### src/hw/event_word_defs.svh
`ifndef EVENT_WORD_DEFS_SVH
`define EVENT_WORD_DEFS_SVH

// Register byte offsets
`define OFS_CTRL        8'h00
`define OFS_BASE_ADDR   8'h04
`define OFS_EVENT_WORD  8'h08
`define OFS_HANDLER_END 8'h0C
`define OFS_IRQ_STATUS  8'h10
`define OFS_IRQ_CLEAR   8'h14
`define OFS_IRQ_ENABLE  8'h18

// Control register fields
`define CTRL_SEL_LSB    0
`define CTRL_SEL_MSB    1
`define CTRL_MODE_BIT   2
`define CTRL_TRG_EDGE   3
`define CTRL_TRG_CMP    4
`define CTRL_TRG_OVF    5
`define CTRL_TRG_GATE   6
`define CTRL_DIAG_LSB   8
`define CTRL_DIAG_MSB   13
`define CTRL_RESET      32'h0000_0000

// Interrupt selection codes
`define SEL_NONE        2'h0
`define SEL_DIAG        2'h1
`define SEL_DIAG_PROC   2'h2

// Bit positions inside one byte of the event word
`define EVB_GATE_OPEN   0
`define EVB_GATE_CLOSE  1
`define EVB_OVF         2
`define EVB_CMP         3
`define EVB_LATCH       4

// Bits that stay zero in counter mode
`define COUNTER_ZERO_MASK 32'hF3F3_F3E0

// Sticky status bits
`define NUM_STATUS      7
`define STB_PROC        0
`define STB_LOST        1
`define STB_OUT_SUPPLY  2
`define STB_BUS_SUPPLY  3
`define STB_IN_SUPPLY   4
`define STB_SENSOR_SC   5
`define STB_OUTPUT_SC   6

`endif

### src/hw/event_word_pkg.sv
package event_word_pkg;

  typedef enum logic {
    MODE_ALARM,
    MODE_COUNTER
  } word_mode_e;

  typedef enum logic [1:0] {
    ST_IDLE,
    ST_CALL,
    ST_HELD
  } handler_state_e;

  typedef struct packed {
    logic       latch3;
    logic [3:0] cmp;
    logic [3:0] ovf;
  } counter_evt_s;

  typedef struct packed {
    logic outputShort;
    logic sensorShort;
    logic inputSupplyLost;
    logic busSupplyLost;
    logic outputSupplyLost;
  } diag_in_s;

endpackage

### src/hw/process_interrupt_event_word.sv
// Functional notes
// - A process interrupt is raised only while interrupt selection is diagnostics plus process.
// - Each process interrupt calls the handler and hands it the module base address.
// - Event detail is a 32-bit word whose layout follows the configured operating mode.
// - In alarm mode byte 8 bits 0..7 flag edges on alarm inputs 0..7.
// - In alarm mode byte 9 flags edges on alarm inputs 8..15 and bytes 10, 11 read zero.
// - In counter mode bit 2 of bytes 8..10 flags counter 0..2 over/underflow, bits 0,1,4..7 zero.
// - In counter mode bit 3 of bytes 8..10 flags counter 0..2 compare match.
// - Byte 11 bits 0 and 1 flag counter 3 gate opened and gate closed.
// - Byte 11 bits 2,3,4 flag counter 3 over/underflow, compare, new latch; bits 5..7 zero.
// - An edge on an alarm input is a selectable trigger.
// - A counter reaching its compare value is a selectable trigger.
// - Counter overflow and underflow are selectable triggers.
// - Hardware gate open and close, while the software gate is open, are selectable triggers.
// - Diagnostic interrupts can be enabled for lost interrupt, supply losses and short circuits.
`timescale 1ns/10ps
`include "event_word_defs.svh"

module process_interrupt_event_word
  import event_word_pkg::*;
(
  // Clock and reset
  input  wire logic         core_clk,
  input  wire logic         rst_n,
  // APB slave
  input  wire logic [7:0]   paddr,
  input  wire logic         psel,
  input  wire logic         penable,
  input  wire logic         pwrite,
  input  wire logic [31:0]  pwdata,
  output logic [31:0]       prdata,
  output logic              pready,
  output logic              pslverr,
  // Process and diagnostic sources
  input  wire logic [15:0]  alarmIn,
  input  wire counter_evt_s cntEvt,
  input  wire logic         hardwareCountGate,
  input  wire logic         softwareCountGate,
  input  wire diag_in_s     diagIn,
  // Handler side
  output logic              processIrqHandler,
  output logic [15:0]       handlerBaseAddr,
  output logic [31:0]       eventWord,
  output logic              irq
);

  logic [31:0]             ctrl;
  logic [15:0]             baseAddr;
  logic [`NUM_STATUS-1:0]  irqStatus;
  logic [`NUM_STATUS-1:0]  irqEnable;
  logic [15:0]             alarmPrev;
  logic                    gatePrev;
  logic [31:0]             pending;
  handler_state_e          state;

  logic [31:0]             next_ctrl;
  logic [15:0]             next_baseAddr;
  logic [`NUM_STATUS-1:0]  next_irqStatus;
  logic [`NUM_STATUS-1:0]  next_irqEnable;
  logic [31:0]             next_prdata;
  logic [31:0]             next_pending;
  logic [31:0]             next_eventWord;
  logic [15:0]             next_handlerBaseAddr;
  handler_state_e          next_state;

  logic                    wrAcc;
  logic                    rdSetup;
  logic                    mapped;
  logic                    endWrite;
  logic                    procOn;
  word_mode_e              mode;
  logic [15:0]             alarmEdge;
  logic                    gateOpenEv;
  logic                    gateCloseEv;
  logic [31:0]             rawWord;
  logic [31:0]             newEv;
  logic                    lostEv;
  logic [`NUM_STATUS-1:0]  setBits;
  logic [5:0]              diagEn;

  // Bus decode, zero wait states
  assign wrAcc    = psel && penable && pwrite;
  assign rdSetup  = psel && !penable && !pwrite;
  assign mapped   = paddr == `OFS_CTRL || paddr == `OFS_BASE_ADDR
                 || paddr == `OFS_EVENT_WORD || paddr == `OFS_HANDLER_END
                 || paddr == `OFS_IRQ_STATUS || paddr == `OFS_IRQ_CLEAR
                 || paddr == `OFS_IRQ_ENABLE;
  assign pready   = 1'b1;
  assign pslverr  = psel && penable && !mapped;
  assign endWrite = wrAcc && paddr == `OFS_HANDLER_END && pwdata[0];

  assign procOn = ctrl[`CTRL_SEL_MSB:`CTRL_SEL_LSB] == `SEL_DIAG_PROC;
  assign mode   = ctrl[`CTRL_MODE_BIT] ? MODE_COUNTER : MODE_ALARM;
  assign diagEn = ctrl[`CTRL_DIAG_MSB:`CTRL_DIAG_LSB];

  // Source edge detection
  assign alarmEdge   = alarmIn ^ alarmPrev;
  assign gateOpenEv  = hardwareCountGate && !gatePrev && softwareCountGate;
  assign gateCloseEv = !hardwareCountGate && gatePrev && softwareCountGate;

  // Event word layout, byte 8 in the top lane
  always_comb begin
    rawWord = 32'h0000_0000;
    if (mode == MODE_ALARM) begin
      if (ctrl[`CTRL_TRG_EDGE]) begin
        rawWord[31:24] = alarmEdge[7:0];
        rawWord[23:16] = alarmEdge[15:8];
      end
    end else begin
      for (int i = 0; i < 4; i++) begin
        rawWord[8*(3-i)+`EVB_OVF] = cntEvt.ovf[i] && ctrl[`CTRL_TRG_OVF];
        rawWord[8*(3-i)+`EVB_CMP] = cntEvt.cmp[i] && ctrl[`CTRL_TRG_CMP];
      end
      rawWord[`EVB_GATE_OPEN]  = gateOpenEv && ctrl[`CTRL_TRG_GATE];
      rawWord[`EVB_GATE_CLOSE] = gateCloseEv && ctrl[`CTRL_TRG_GATE];
      rawWord[`EVB_LATCH]      = cntEvt.latch3;
    end
  end

  assign newEv  = procOn ? rawWord : 32'h0000_0000;
  assign lostEv = state != ST_IDLE && |(newEv & (eventWord | pending));

  // Handler sequencing
  always_comb begin
    next_state           = state;
    // Repeats of a held event are only flagged lost, never called again
    next_pending         = pending | (newEv & ~eventWord);
    next_eventWord       = eventWord;
    next_handlerBaseAddr = handlerBaseAddr;
    case (state)
      ST_IDLE: begin
        if (next_pending != 32'h0000_0000) begin
          next_eventWord       = next_pending;
          next_handlerBaseAddr = baseAddr;
          next_pending         = 32'h0000_0000;
          next_state           = ST_CALL;
        end
      end
      ST_CALL: begin
        next_state = ST_HELD;
      end
      ST_HELD: begin
        if (endWrite) begin
          next_eventWord = 32'h0000_0000;
          next_state     = ST_IDLE;
        end
      end
      default: begin
        next_state = ST_IDLE;
      end
    endcase
  end

  assign processIrqHandler = state == ST_CALL;

  always_ff @(posedge core_clk or negedge rst_n) begin
    if (!rst_n) begin
      state           <= ST_IDLE;
      pending         <= 32'h0000_0000;
      eventWord       <= 32'h0000_0000;
      handlerBaseAddr <= 16'h0000;
      alarmPrev       <= 16'h0000;
      gatePrev        <= 1'b0;
    end else begin
      state           <= next_state;
      pending         <= next_pending;
      eventWord       <= next_eventWord;
      handlerBaseAddr <= next_handlerBaseAddr;
      alarmPrev       <= alarmIn;
      gatePrev        <= hardwareCountGate;
    end
  end

  // Sticky status, set wins over clear
  assign setBits = {
    diagIn.outputShort      && diagEn[5],
    diagIn.sensorShort      && diagEn[4],
    diagIn.inputSupplyLost  && diagEn[3],
    diagIn.busSupplyLost    && diagEn[2],
    diagIn.outputSupplyLost && diagEn[1],
    lostEv                  && diagEn[0],
    processIrqHandler
  };

  // Register file
  always_comb begin
    next_ctrl      = ctrl;
    next_baseAddr  = baseAddr;
    next_irqEnable = irqEnable;
    next_irqStatus = irqStatus;
    next_prdata    = prdata;
    if (wrAcc) begin
      case (paddr)
        `OFS_CTRL:       next_ctrl      = pwdata & 32'h0000_3F7F;
        `OFS_BASE_ADDR:  next_baseAddr  = pwdata[15:0];
        `OFS_IRQ_CLEAR:  next_irqStatus = irqStatus & ~pwdata[`NUM_STATUS-1:0];
        `OFS_IRQ_ENABLE: next_irqEnable = pwdata[`NUM_STATUS-1:0];
        default:         next_ctrl      = ctrl;
      endcase
    end
    next_irqStatus = next_irqStatus | setBits;
    if (rdSetup) begin
      case (paddr)
        `OFS_CTRL:        next_prdata = ctrl;
        `OFS_BASE_ADDR:   next_prdata = {16'h0000, baseAddr};
        `OFS_EVENT_WORD:  next_prdata = eventWord;
        `OFS_HANDLER_END: next_prdata = {31'h0000_0000, state != ST_IDLE};
        `OFS_IRQ_STATUS:  next_prdata = {25'h000_0000, irqStatus};
        `OFS_IRQ_ENABLE:  next_prdata = {25'h000_0000, irqEnable};
        default:          next_prdata = 32'h0000_0000;
      endcase
    end
  end

  always_ff @(posedge core_clk or negedge rst_n) begin
    if (!rst_n) begin
      ctrl      <= `CTRL_RESET;
      baseAddr  <= 16'h0000;
      irqStatus <= '0;
      irqEnable <= '0;
      prdata    <= 32'h0000_0000;
    end else begin
      ctrl      <= next_ctrl;
      baseAddr  <= next_baseAddr;
      irqStatus <= next_irqStatus;
      irqEnable <= next_irqEnable;
      prdata    <= next_prdata;
    end
  end

  assign irq = |(irqStatus & irqEnable);

  // Checks
  logic fresh;
  assign fresh = state == ST_IDLE && pending == 32'h0000_0000 && procOn;

  chk_sel_gates_proc: assert property (@(posedge core_clk) disable iff (!rst_n)
    state == ST_IDLE && pending == 32'h0000_0000 && !procOn |=> state == ST_IDLE)
    else $error("handler started while process interrupts deselected");

  chk_call_base: assert property (@(posedge core_clk) disable iff (!rst_n)
    processIrqHandler |-> handlerBaseAddr == $past(baseAddr) && $past(state) == ST_IDLE)
    else $error("handler base address not captured at call");

  chk_word_on_call: assert property (@(posedge core_clk) disable iff (!rst_n)
    processIrqHandler |-> eventWord != 32'h0000_0000 ##1 state == ST_HELD)
    else $error("handler called with empty event word");

  chk_alarm_high: assert property (@(posedge core_clk) disable iff (!rst_n)
    fresh && mode == MODE_ALARM && ctrl[`CTRL_TRG_EDGE] && alarmEdge != 16'h0000
    |=> eventWord[31:16] == {$past(alarmEdge[7:0]), $past(alarmEdge[15:8])})
    else $error("alarm edge bytes wrong");

  chk_alarm_low: assert property (@(posedge core_clk) disable iff (!rst_n)
    fresh && mode == MODE_ALARM && rawWord != 32'h0000_0000 |=> eventWord[15:0] == 16'h0000)
    else $error("alarm bytes 10 and 11 not zero");

  chk_counter_zero: assert property (@(posedge core_clk) disable iff (!rst_n)
    fresh && mode == MODE_COUNTER && rawWord != 32'h0000_0000
    |=> (eventWord & `COUNTER_ZERO_MASK) == 32'h0000_0000)
    else $error("fixed zero bits set in counter word");

  chk_counter_ovf: assert property (@(posedge core_clk) disable iff (!rst_n)
    fresh && mode == MODE_COUNTER && ctrl[`CTRL_TRG_OVF] && cntEvt.ovf[0]
    |=> eventWord[24+`EVB_OVF])
    else $error("counter 0 overflow flag missing");

  chk_counter_cmp: assert property (@(posedge core_clk) disable iff (!rst_n)
    fresh && mode == MODE_COUNTER && ctrl[`CTRL_TRG_CMP] && cntEvt.cmp[1]
    |=> eventWord[16+`EVB_CMP])
    else $error("counter 1 compare flag missing");

  chk_gate_open: assert property (@(posedge core_clk) disable iff (!rst_n)
    fresh && mode == MODE_COUNTER && ctrl[`CTRL_TRG_GATE] && gateOpenEv
    |=> eventWord[`EVB_GATE_OPEN] ##1 processIrqHandler == 1'b0)
    else $error("gate open flag missing");

  chk_held_stable: assert property (@(posedge core_clk) disable iff (!rst_n)
    state == ST_HELD && !endWrite |=> $stable(eventWord))
    else $error("event word changed during handler");

  chk_end_clears: assert property (@(posedge core_clk) disable iff (!rst_n)
    state == ST_HELD && endWrite |=> eventWord == 32'h0000_0000 && state == ST_IDLE)
    else $error("event word not cleared at handler end");

  chk_lost_flag: assert property (@(posedge core_clk) disable iff (!rst_n)
    lostEv && diagEn[0] |=> irqStatus[`STB_LOST])
    else $error("lost interrupt not flagged");

  chk_lost_dropped: assert property (@(posedge core_clk) disable iff (!rst_n)
    state == ST_HELD && pending == 32'h0000_0000 && (newEv & ~eventWord) == 32'h0000_0000
    |=> pending == 32'h0000_0000)
    else $error("lost event kept for a later call");

  chk_edge_gated: assert property (@(posedge core_clk) disable iff (!rst_n)
    fresh && mode == MODE_ALARM && !ctrl[`CTRL_TRG_EDGE] |=> state == ST_IDLE)
    else $error("alarm edge raised handler with edge trigger off");

  chk_ovf_gated: assert property (@(posedge core_clk) disable iff (!rst_n)
    fresh && mode == MODE_COUNTER && !ctrl[`CTRL_TRG_OVF]
    |=> (eventWord & 32'h0404_0404) == 32'h0000_0000)
    else $error("overflow flag set with overflow trigger off");

  chk_latch_flag: assert property (@(posedge core_clk) disable iff (!rst_n)
    fresh && mode == MODE_COUNTER && cntEvt.latch3 |=> eventWord[`EVB_LATCH])
    else $error("counter 3 latch flag missing");

  chk_soft_gate: assert property (@(posedge core_clk) disable iff (!rst_n)
    fresh && mode == MODE_COUNTER && !softwareCountGate |=> eventWord[1:0] == 2'b00)
    else $error("gate flag set while software gate closed");

endmodule
### config.mk
export PLATFORM = sky130hd
export DESIGN_NAME = process_interrupt_event_word
export DESIGN_NICKNAME = d
export VERILOG_FILES = /design/src/hw/event_word_pkg.sv /design/src/hw/process_interrupt_event_word.sv
export VERILOG_INCLUDE_DIRS = /design/src /design/src/hw
export SDC_FILE = /design/constraint.sdc
export NUM_CORES = 1
export LEC_CHECK = 0
export BUFFER_PORTS_ARGS = -buffer_cell sky130_fd_sc_hd__buf_4
export CORE_MARGIN = 5
export CORE_UTILIZATION = 31
export DETAILED_ROUTE_END_ITERATION = 7
export PLACE_DENSITY = 0.53
export SETUP_SLACK_MARGIN = 0.2
export SLEW_MARGIN = 0
export SYNTH_ARGS = -nofsm -noshare
export SYNTH_HDL_FRONTEND = slang
export SYNTH_SLANG_ARGS = --single-unit
### constraint.sdc
create_clock -name core_clk -period 4.9 [get_ports core_clk]
set_clock_uncertainty 0.1 [all_clocks]
set_input_delay 0.735 -clock core_clk [delete_from_list [all_inputs] [get_ports core_clk]]
set_output_delay 0.735 -clock core_clk [all_outputs]
set_load 0.05 [all_outputs]
==> impl_metrics.yaml, run 1 <==
run_status:
  outcome: "complete, no violations"
grt:
  overflow: 0
  antenna_found_initial: 0
  grt_max_degree: 109
  grt_pass1_vias: 5538
  grt_pass1_wl_um: 31700
  grt_use_total: 0.156
logic_synthesis:
  yosysTopAreaCell: "dfrtp_1"
  synth.area.top_cells: "dfrtp_1 (57%), mux2_2 (6.8%), a22o_1 (3.3%)"
  synth.most_common_cell: "dfrtp_1"
  synth_cell_types: 63
  syn_area_um2: 6930
  synth_edf_count: 0
  syn_area_per_cell_um2: 11.7
  ys.flop_type: "dfrtp_1"
  synth_seq_cells: 157
  synth_top_area_share: 0.567
  synth.top_cells.by_count: "dfrtp_1 (157), nor2_1 (51), mux2_2 (42), nand2_1 (36), o21ai_0 (31)"
  syn_inst: 593
  yosysSeqAreaShare: 0.567
  synth-async-reset-ratio: 1.00
  syn_nets: 670
  yosysWarningCount: 0
setup_path:
  start_kind: "primary input"
  cp.buffers_inverters: 2
  worst-path-stages: 7
  cp_data_arrival_time_ns: 3.27
  path_class: "in2reg"
  cp_cell_sequence: "buf_4 > or4_4 > nor3_2 > nand2b_1 > nor3b_2 > buf_4 > mux2_2"
  slowest_stage: "nor3b_2"
  max_stage_delay_ns: 0.58
  crit_top_cell: "buf_4"
  required_ns: 5.10
  ff2ff_path_depth: 7
  crit_family: "simple AND/OR/NAND/NOR gates"
  cp_max_fo: 7
  cp-end-kind: "flip-flop"
clocking:
  h-tree-depth: 4
  cts_tree: "built"
  cts_resized: 0
  path_clk_slew_ns: 0.07
  cts_buffer_depth: 2
  cts_setup_buffers: 0
  clock_sinks: 157
  cts_made_buffers: 17
  ctsHoldBuffers: 0
  clk_latency_ns: 0.42
  cts_root_buffer: "clkbuf_16"
timing:
  hold_ws_ns: 0.327
  hold_viol: 0
  drv_slew: 0
  layout_setup_ws_ns: 1.83
  clock.fmax_mhz: 326
  setup_viol: 0
  layout_min_cycle_time_ns: 3.07
  rsz0062_at_grt: "no"
  tns_ns: 0
  worstMarginPinSlew_ns: 1.13
  min_period_over_period: 0.626
  timing.slew.headroom: 0.246
die:
  die_w_um: 159
  rows: 54
  die_area_um2: 25400
  start_util: 0.316
  core_area_um2: 21900
  die_h_um: 159
  pin_count: 161
route:
  via_per_inst: 5.16
  wl_per_cell_um: 19.8
  vias: 5240
  first_iter_violations: 372
  first_pass_iters: 4
  wl_um: 20100
  ant_nets: 0
  remaining_drc_errors: 0
place:
  place_area_um2: 8210
  place_ws_ns: 1.40
  hpwlAfterDp_um: 14200
  routabilityCongestion: 0.803
  io_buffers: 143
finish:
  drive_gt1_frac: 0.355
  n_fill_cell: 2123
  stdcell_area_um2: 8780
  area_growth_pct: 26.8
  fin_nets: 799
  n_antenna_cell: 0
run:
  cap_violations: 0
hold_path:
  hold_class: "in2async"
pwr:
  ir_drop_uv: 235
  leakage_nw: 4.26
  power_density_nw_per_um2: 430
==> metal layers <==
| metal | vias to the layer above | GRT usage | wire [µm] |
|---|---|---|---|
| met3 | 9 | 0.0321 | 916 |
| met2 | 136 | 0.264 | 9990 |
| li1 | 2403 | - | - |
| met1 | 2692 | 0.205 | 9050 |
| met5 | - | 0 | 0 |
| met4 | 0 | 0.0376 | 130 |
==> registers in the layout, indices dropped and copies added (netlist names) <==
| name | count |
|---|---|
| alarmPrev | 16 |
| baseAddr | 16 |
| ctrl | 13 |
| eventWord | 24 |
| gatePrev | 1 |
| handlerBaseAddr | 16 |
| irqEnable | 7 |
| irqStatus | 7 |
| pending | 23 |
| prdata | 32 |
| state | 2 |
==> kinds of logic after synthesis <==
family | synth area share
DFF | 0.567
muxes | 0.103
AOI/OAI and AO/OA | 0.162
buffers and inverters | 0.0363
other | 0.000541
and+or+nand+nor | 0.111
xor gates and xnor gates | 0.0202
==> metrics by stage <==
step	std cells	power (W)	util
2_1_floorplan	593	0.00219	-
3_3_place_gp	983	0.00251	0.375
3_5_place_dp	983	0.00253	0.375
4_1_cts	1015	0.00382	0.401
5_1_grt	1015	0.00395	0.401
6_report	1015	0.00378	0.401
==> power breakdown <==
part | total [W] | switching, W | internal (W)
logic | 0.000992 | 0.000641 | 0.000352
clock network | 0.00128 | 0.000558 | 0.000721
registers | 0.00151 | 0.000104 | 0.00140
total | 0.00378 | 0.00130 | 0.00248
==> final cells by class <==
class | instances | area, µm² | share of cell area
Tap cell | 280 | 350 | 0.0399
Timing Repair Buffer | 152 | 1140 | 0.130
Sequential cell | 157 | 3930 | 0.447
Clock buffer | 18 | 439 | 0.0500
Multi-Input combinational cell | 383 | 2750 | 0.313
Clock inverter | 14 | 133 | 0.0151
Inverter | 11 | 41.3 | 0.00470
==> final timing paths <==
path	end	from	slack, ns
worst max-delay path	ctrl[0]$_DFFE_PN0P_	paddr[0]	1.83
worst min-delay path	handlerBaseAddr[7]$_DFFE_PN0P_	rst_n	0.33
worst max register to register	handlerBaseAddr[0]$_DFFE_PN0P_	ctrl[2]$_DFFE_PN0P_	1.89
worst min register to register	prdata[4]$_DFFE_PN0P_	prdata[4]$_DFFE_PN0P_	0.39
max in group asynchronous	pending[28]$_DFF_PN0_	rst_n	3.29
min in group core_clk	alarmPrev[7]$_DFF_PN0_	alarmIn[7]	0.34
==> layout by cell type (no fill, tap or decap), types with 10 or more instances in the layout <==
| cell | synthesis | final |
|---|---|---|
| nor2_1 | 51 | 51 |
| clkbuf_16 | 0 | 17 |
| nor3_1 | 10 | 10 |
| dfrtp_1 | 157 | 157 |
| mux2_2 | 42 | 42 |
| nand2_1 | 36 | 36 |
| buf_4 | 11 | 151 |
| a22o_1 | 26 | 26 |
| a31o_2 | 23 | 23 |
| a31oi_1 | 10 | 10 |
| nor2b_1 | 10 | 10 |
| inv_1 | 11 | 11 |
| mux2_1 | 14 | 14 |
| o21ai_0 | 31 | 31 |
| o21a_1 | 12 | 12 |
| a21oi_1 | 16 | 16 |
No activity file was read; power rests on OpenSTA's default activity.
==> run 2: changes to the inputs <==
- clock period: 4.9 -> 3.1 ns (I/O delays scaled with it)
==> impl_metrics.yaml, run 2 (synthesis gave the netlist of run 1 again) <==
setup_path:
  cp-end-kind: "flip-flop"
  cp_data_arrival_time_ns: 2.89
  cp_max_fo: 31
  ff2ff_path_depth: 7
  r2r_end: "handlerBaseAddr[0]$_DFFE_PN0P_"
  required_ns: 3.30
  r2r_slack_ns: 0.41
  path_class: "reg2reg"
  start_kind: "flip-flop"
  reg2reg_from: "ctrl[0]$_DFFE_PN0P_"
clocking:
  clock_sinks: 157
  cts_setup_buffers: 0
  clk_latency_ns: 0.42
  path_clk_slew_ns: 0.07
  cts_root_buffer: "clkbuf_16"
  cts_made_buffers: 17
  cts_buffer_depth: 2
  h-tree-depth: 4
  cts_tree: "built"
finish:
  n_fill_cell: 2141
  top_register: "prdata"
  fin_nets: 811
  n_antenna_cell: 0
  area_growth_pct: 28.9
  drive_gt1_frac: 0.367
  layout_commonest_cell: "buf_4"
  largest_register_ffs: 32
  final_cell_mix: "buf_4 (159), dfrtp_1 (157), nor2_1 (51), mux2_2 (42), nand2_1 (36)"
  largestRegisters: "prdata: 32 flops, eventWord: 24 flops, pending: 23 flops"
die:
  start_util: 0.316
  core_area_um2: 21900
  pin_count: 161
  die_w_um: 159
  die_h_um: 159
  die_area_um2: 25400
  rows: 54
timing:
  setup_viol: 0
  timing.slew.headroom: 0.592
  hold_ws_ns: 0.0596
  min_period_over_period: 0.868
  clock.fmax_mhz: 372
  rsz0062_at_grt: "no"
  tns_ns: 0
  worstMarginPinSlew_ns: 0.612
  layout_setup_ws_ns: 0.410
  hold_viol: 0
  drv_slew: 0
  layout_min_cycle_time_ns: 2.69
route:
  wl_um: 20100
  remaining_drc_errors: 0
  first_iter_violations: 354
  first_pass_iters: 6
  via_per_inst: 5.12
  vias: 5260
  ant_nets: 0
  wl_per_cell_um: 19.6
grt:
  antenna_found_initial: 0
  overflow: 0
  grt_use_total: 0.157
  grt_pass1_wl_um: 31600
  grt_max_degree: 63
  grt_pass1_vias: 5444
place:
  hpwlAfterDp_um: 14500
  place_ws_ns: 0.321
  routabilityCongestion: 0.821
  io_buffers: 143
hold_path:
  hold_end: "alarmPrev[0]$_DFF_PN0_"
  min_path_cells: 1
  min-delay-start: "alarmIn[0]"
  hold_class: "in2reg"
pwr:
  ir_drop_uv: 397
  p_total_w: 0.00603
  leakage_nw: 4.34
  power_density_nw_per_um2: 676
run_status:
  outcome: "complete, no violations"
run:
  cap_violations: 0
[run 2: critical path, cell delays in order (launching register included)]
cell and delay [ns]:
dfrtp_1 0.42, and4bb_2 0.39, a32o_1 0.29, a21oi_1 0.25, nand4_1 0.21, o31ai_4 0.29, buf_12 0.26, mux2_2 0.36
[run 2: metrics by stage]
stage,area (µm²),std cells,util
2_1_floorplan,6930,593,-
3_5_place_dp,8330,994,0.381
4_1_cts,8920,1027,0.407
3_3_place_gp,8330,994,0.381
5_1_grt,8920,1027,0.408
6_report,8920,1027,0.408
[run 2: how the worst max path moves through the flow]
stage | slack, ns | endpoint | cells after the start | start
after floorplan | 0.31 | pslverr | 5 | paddr[2]
after global placement | 0.38 | handlerBaseAddr[1]$_DFFE_PN0P_ | 7 | ctrl[0]$_DFFE_PN0P_
after detailed placement | 0.32 | handlerBaseAddr[3]$_DFFE_PN0P_ | 7 | ctrl[0]$_DFFE_PN0P_
after CTS | 0.30 | handlerBaseAddr[0]$_DFFE_PN0P_ | 7 | ctrl[0]$_DFFE_PN0P_
after global routing | 0.25 | handlerBaseAddr[3]$_DFFE_PN0P_ | 7 | ctrl[2]$_DFFE_PN0P_
final | 0.41 | handlerBaseAddr[0]$_DFFE_PN0P_ | 7 | ctrl[0]$_DFFE_PN0P_
[run 2: timing repair]
item / CTS / global route
hold endpoints to repair: 59 / 0
setup endpoints to repair: 0 / 16
hold buffers: 1 / 0
resized for setup: 0 / 2
[run 2: per-layer routing]
layer	GRT usage	part of all wire	wire [µm]
met1	0.207	0.44	8910
met3	0.0362	0.046	916
met2	0.264	0.50	10100
met4	0.0384	0.0096	193
met5	0	0	0
[run 2: area by class of cell]
cell class	count	area (µm²)	area share
Multi-Input combinational cell	383	2750	0.308
Tap cell	280	350	0.0393
Inverter	11	41.3	0.00463
Clock buffer	20	467	0.0523
Sequential cell	157	3930	0.440
Timing Repair Buffer	164	1270	0.143
Clock inverter	12	111	0.0125
[run 2: power by group]
part | internal, W | switching (W)
registers | 0.00222 | 0.000164
clock network | 0.00117 | 0.000850
logic | 0.000595 | 0.00103
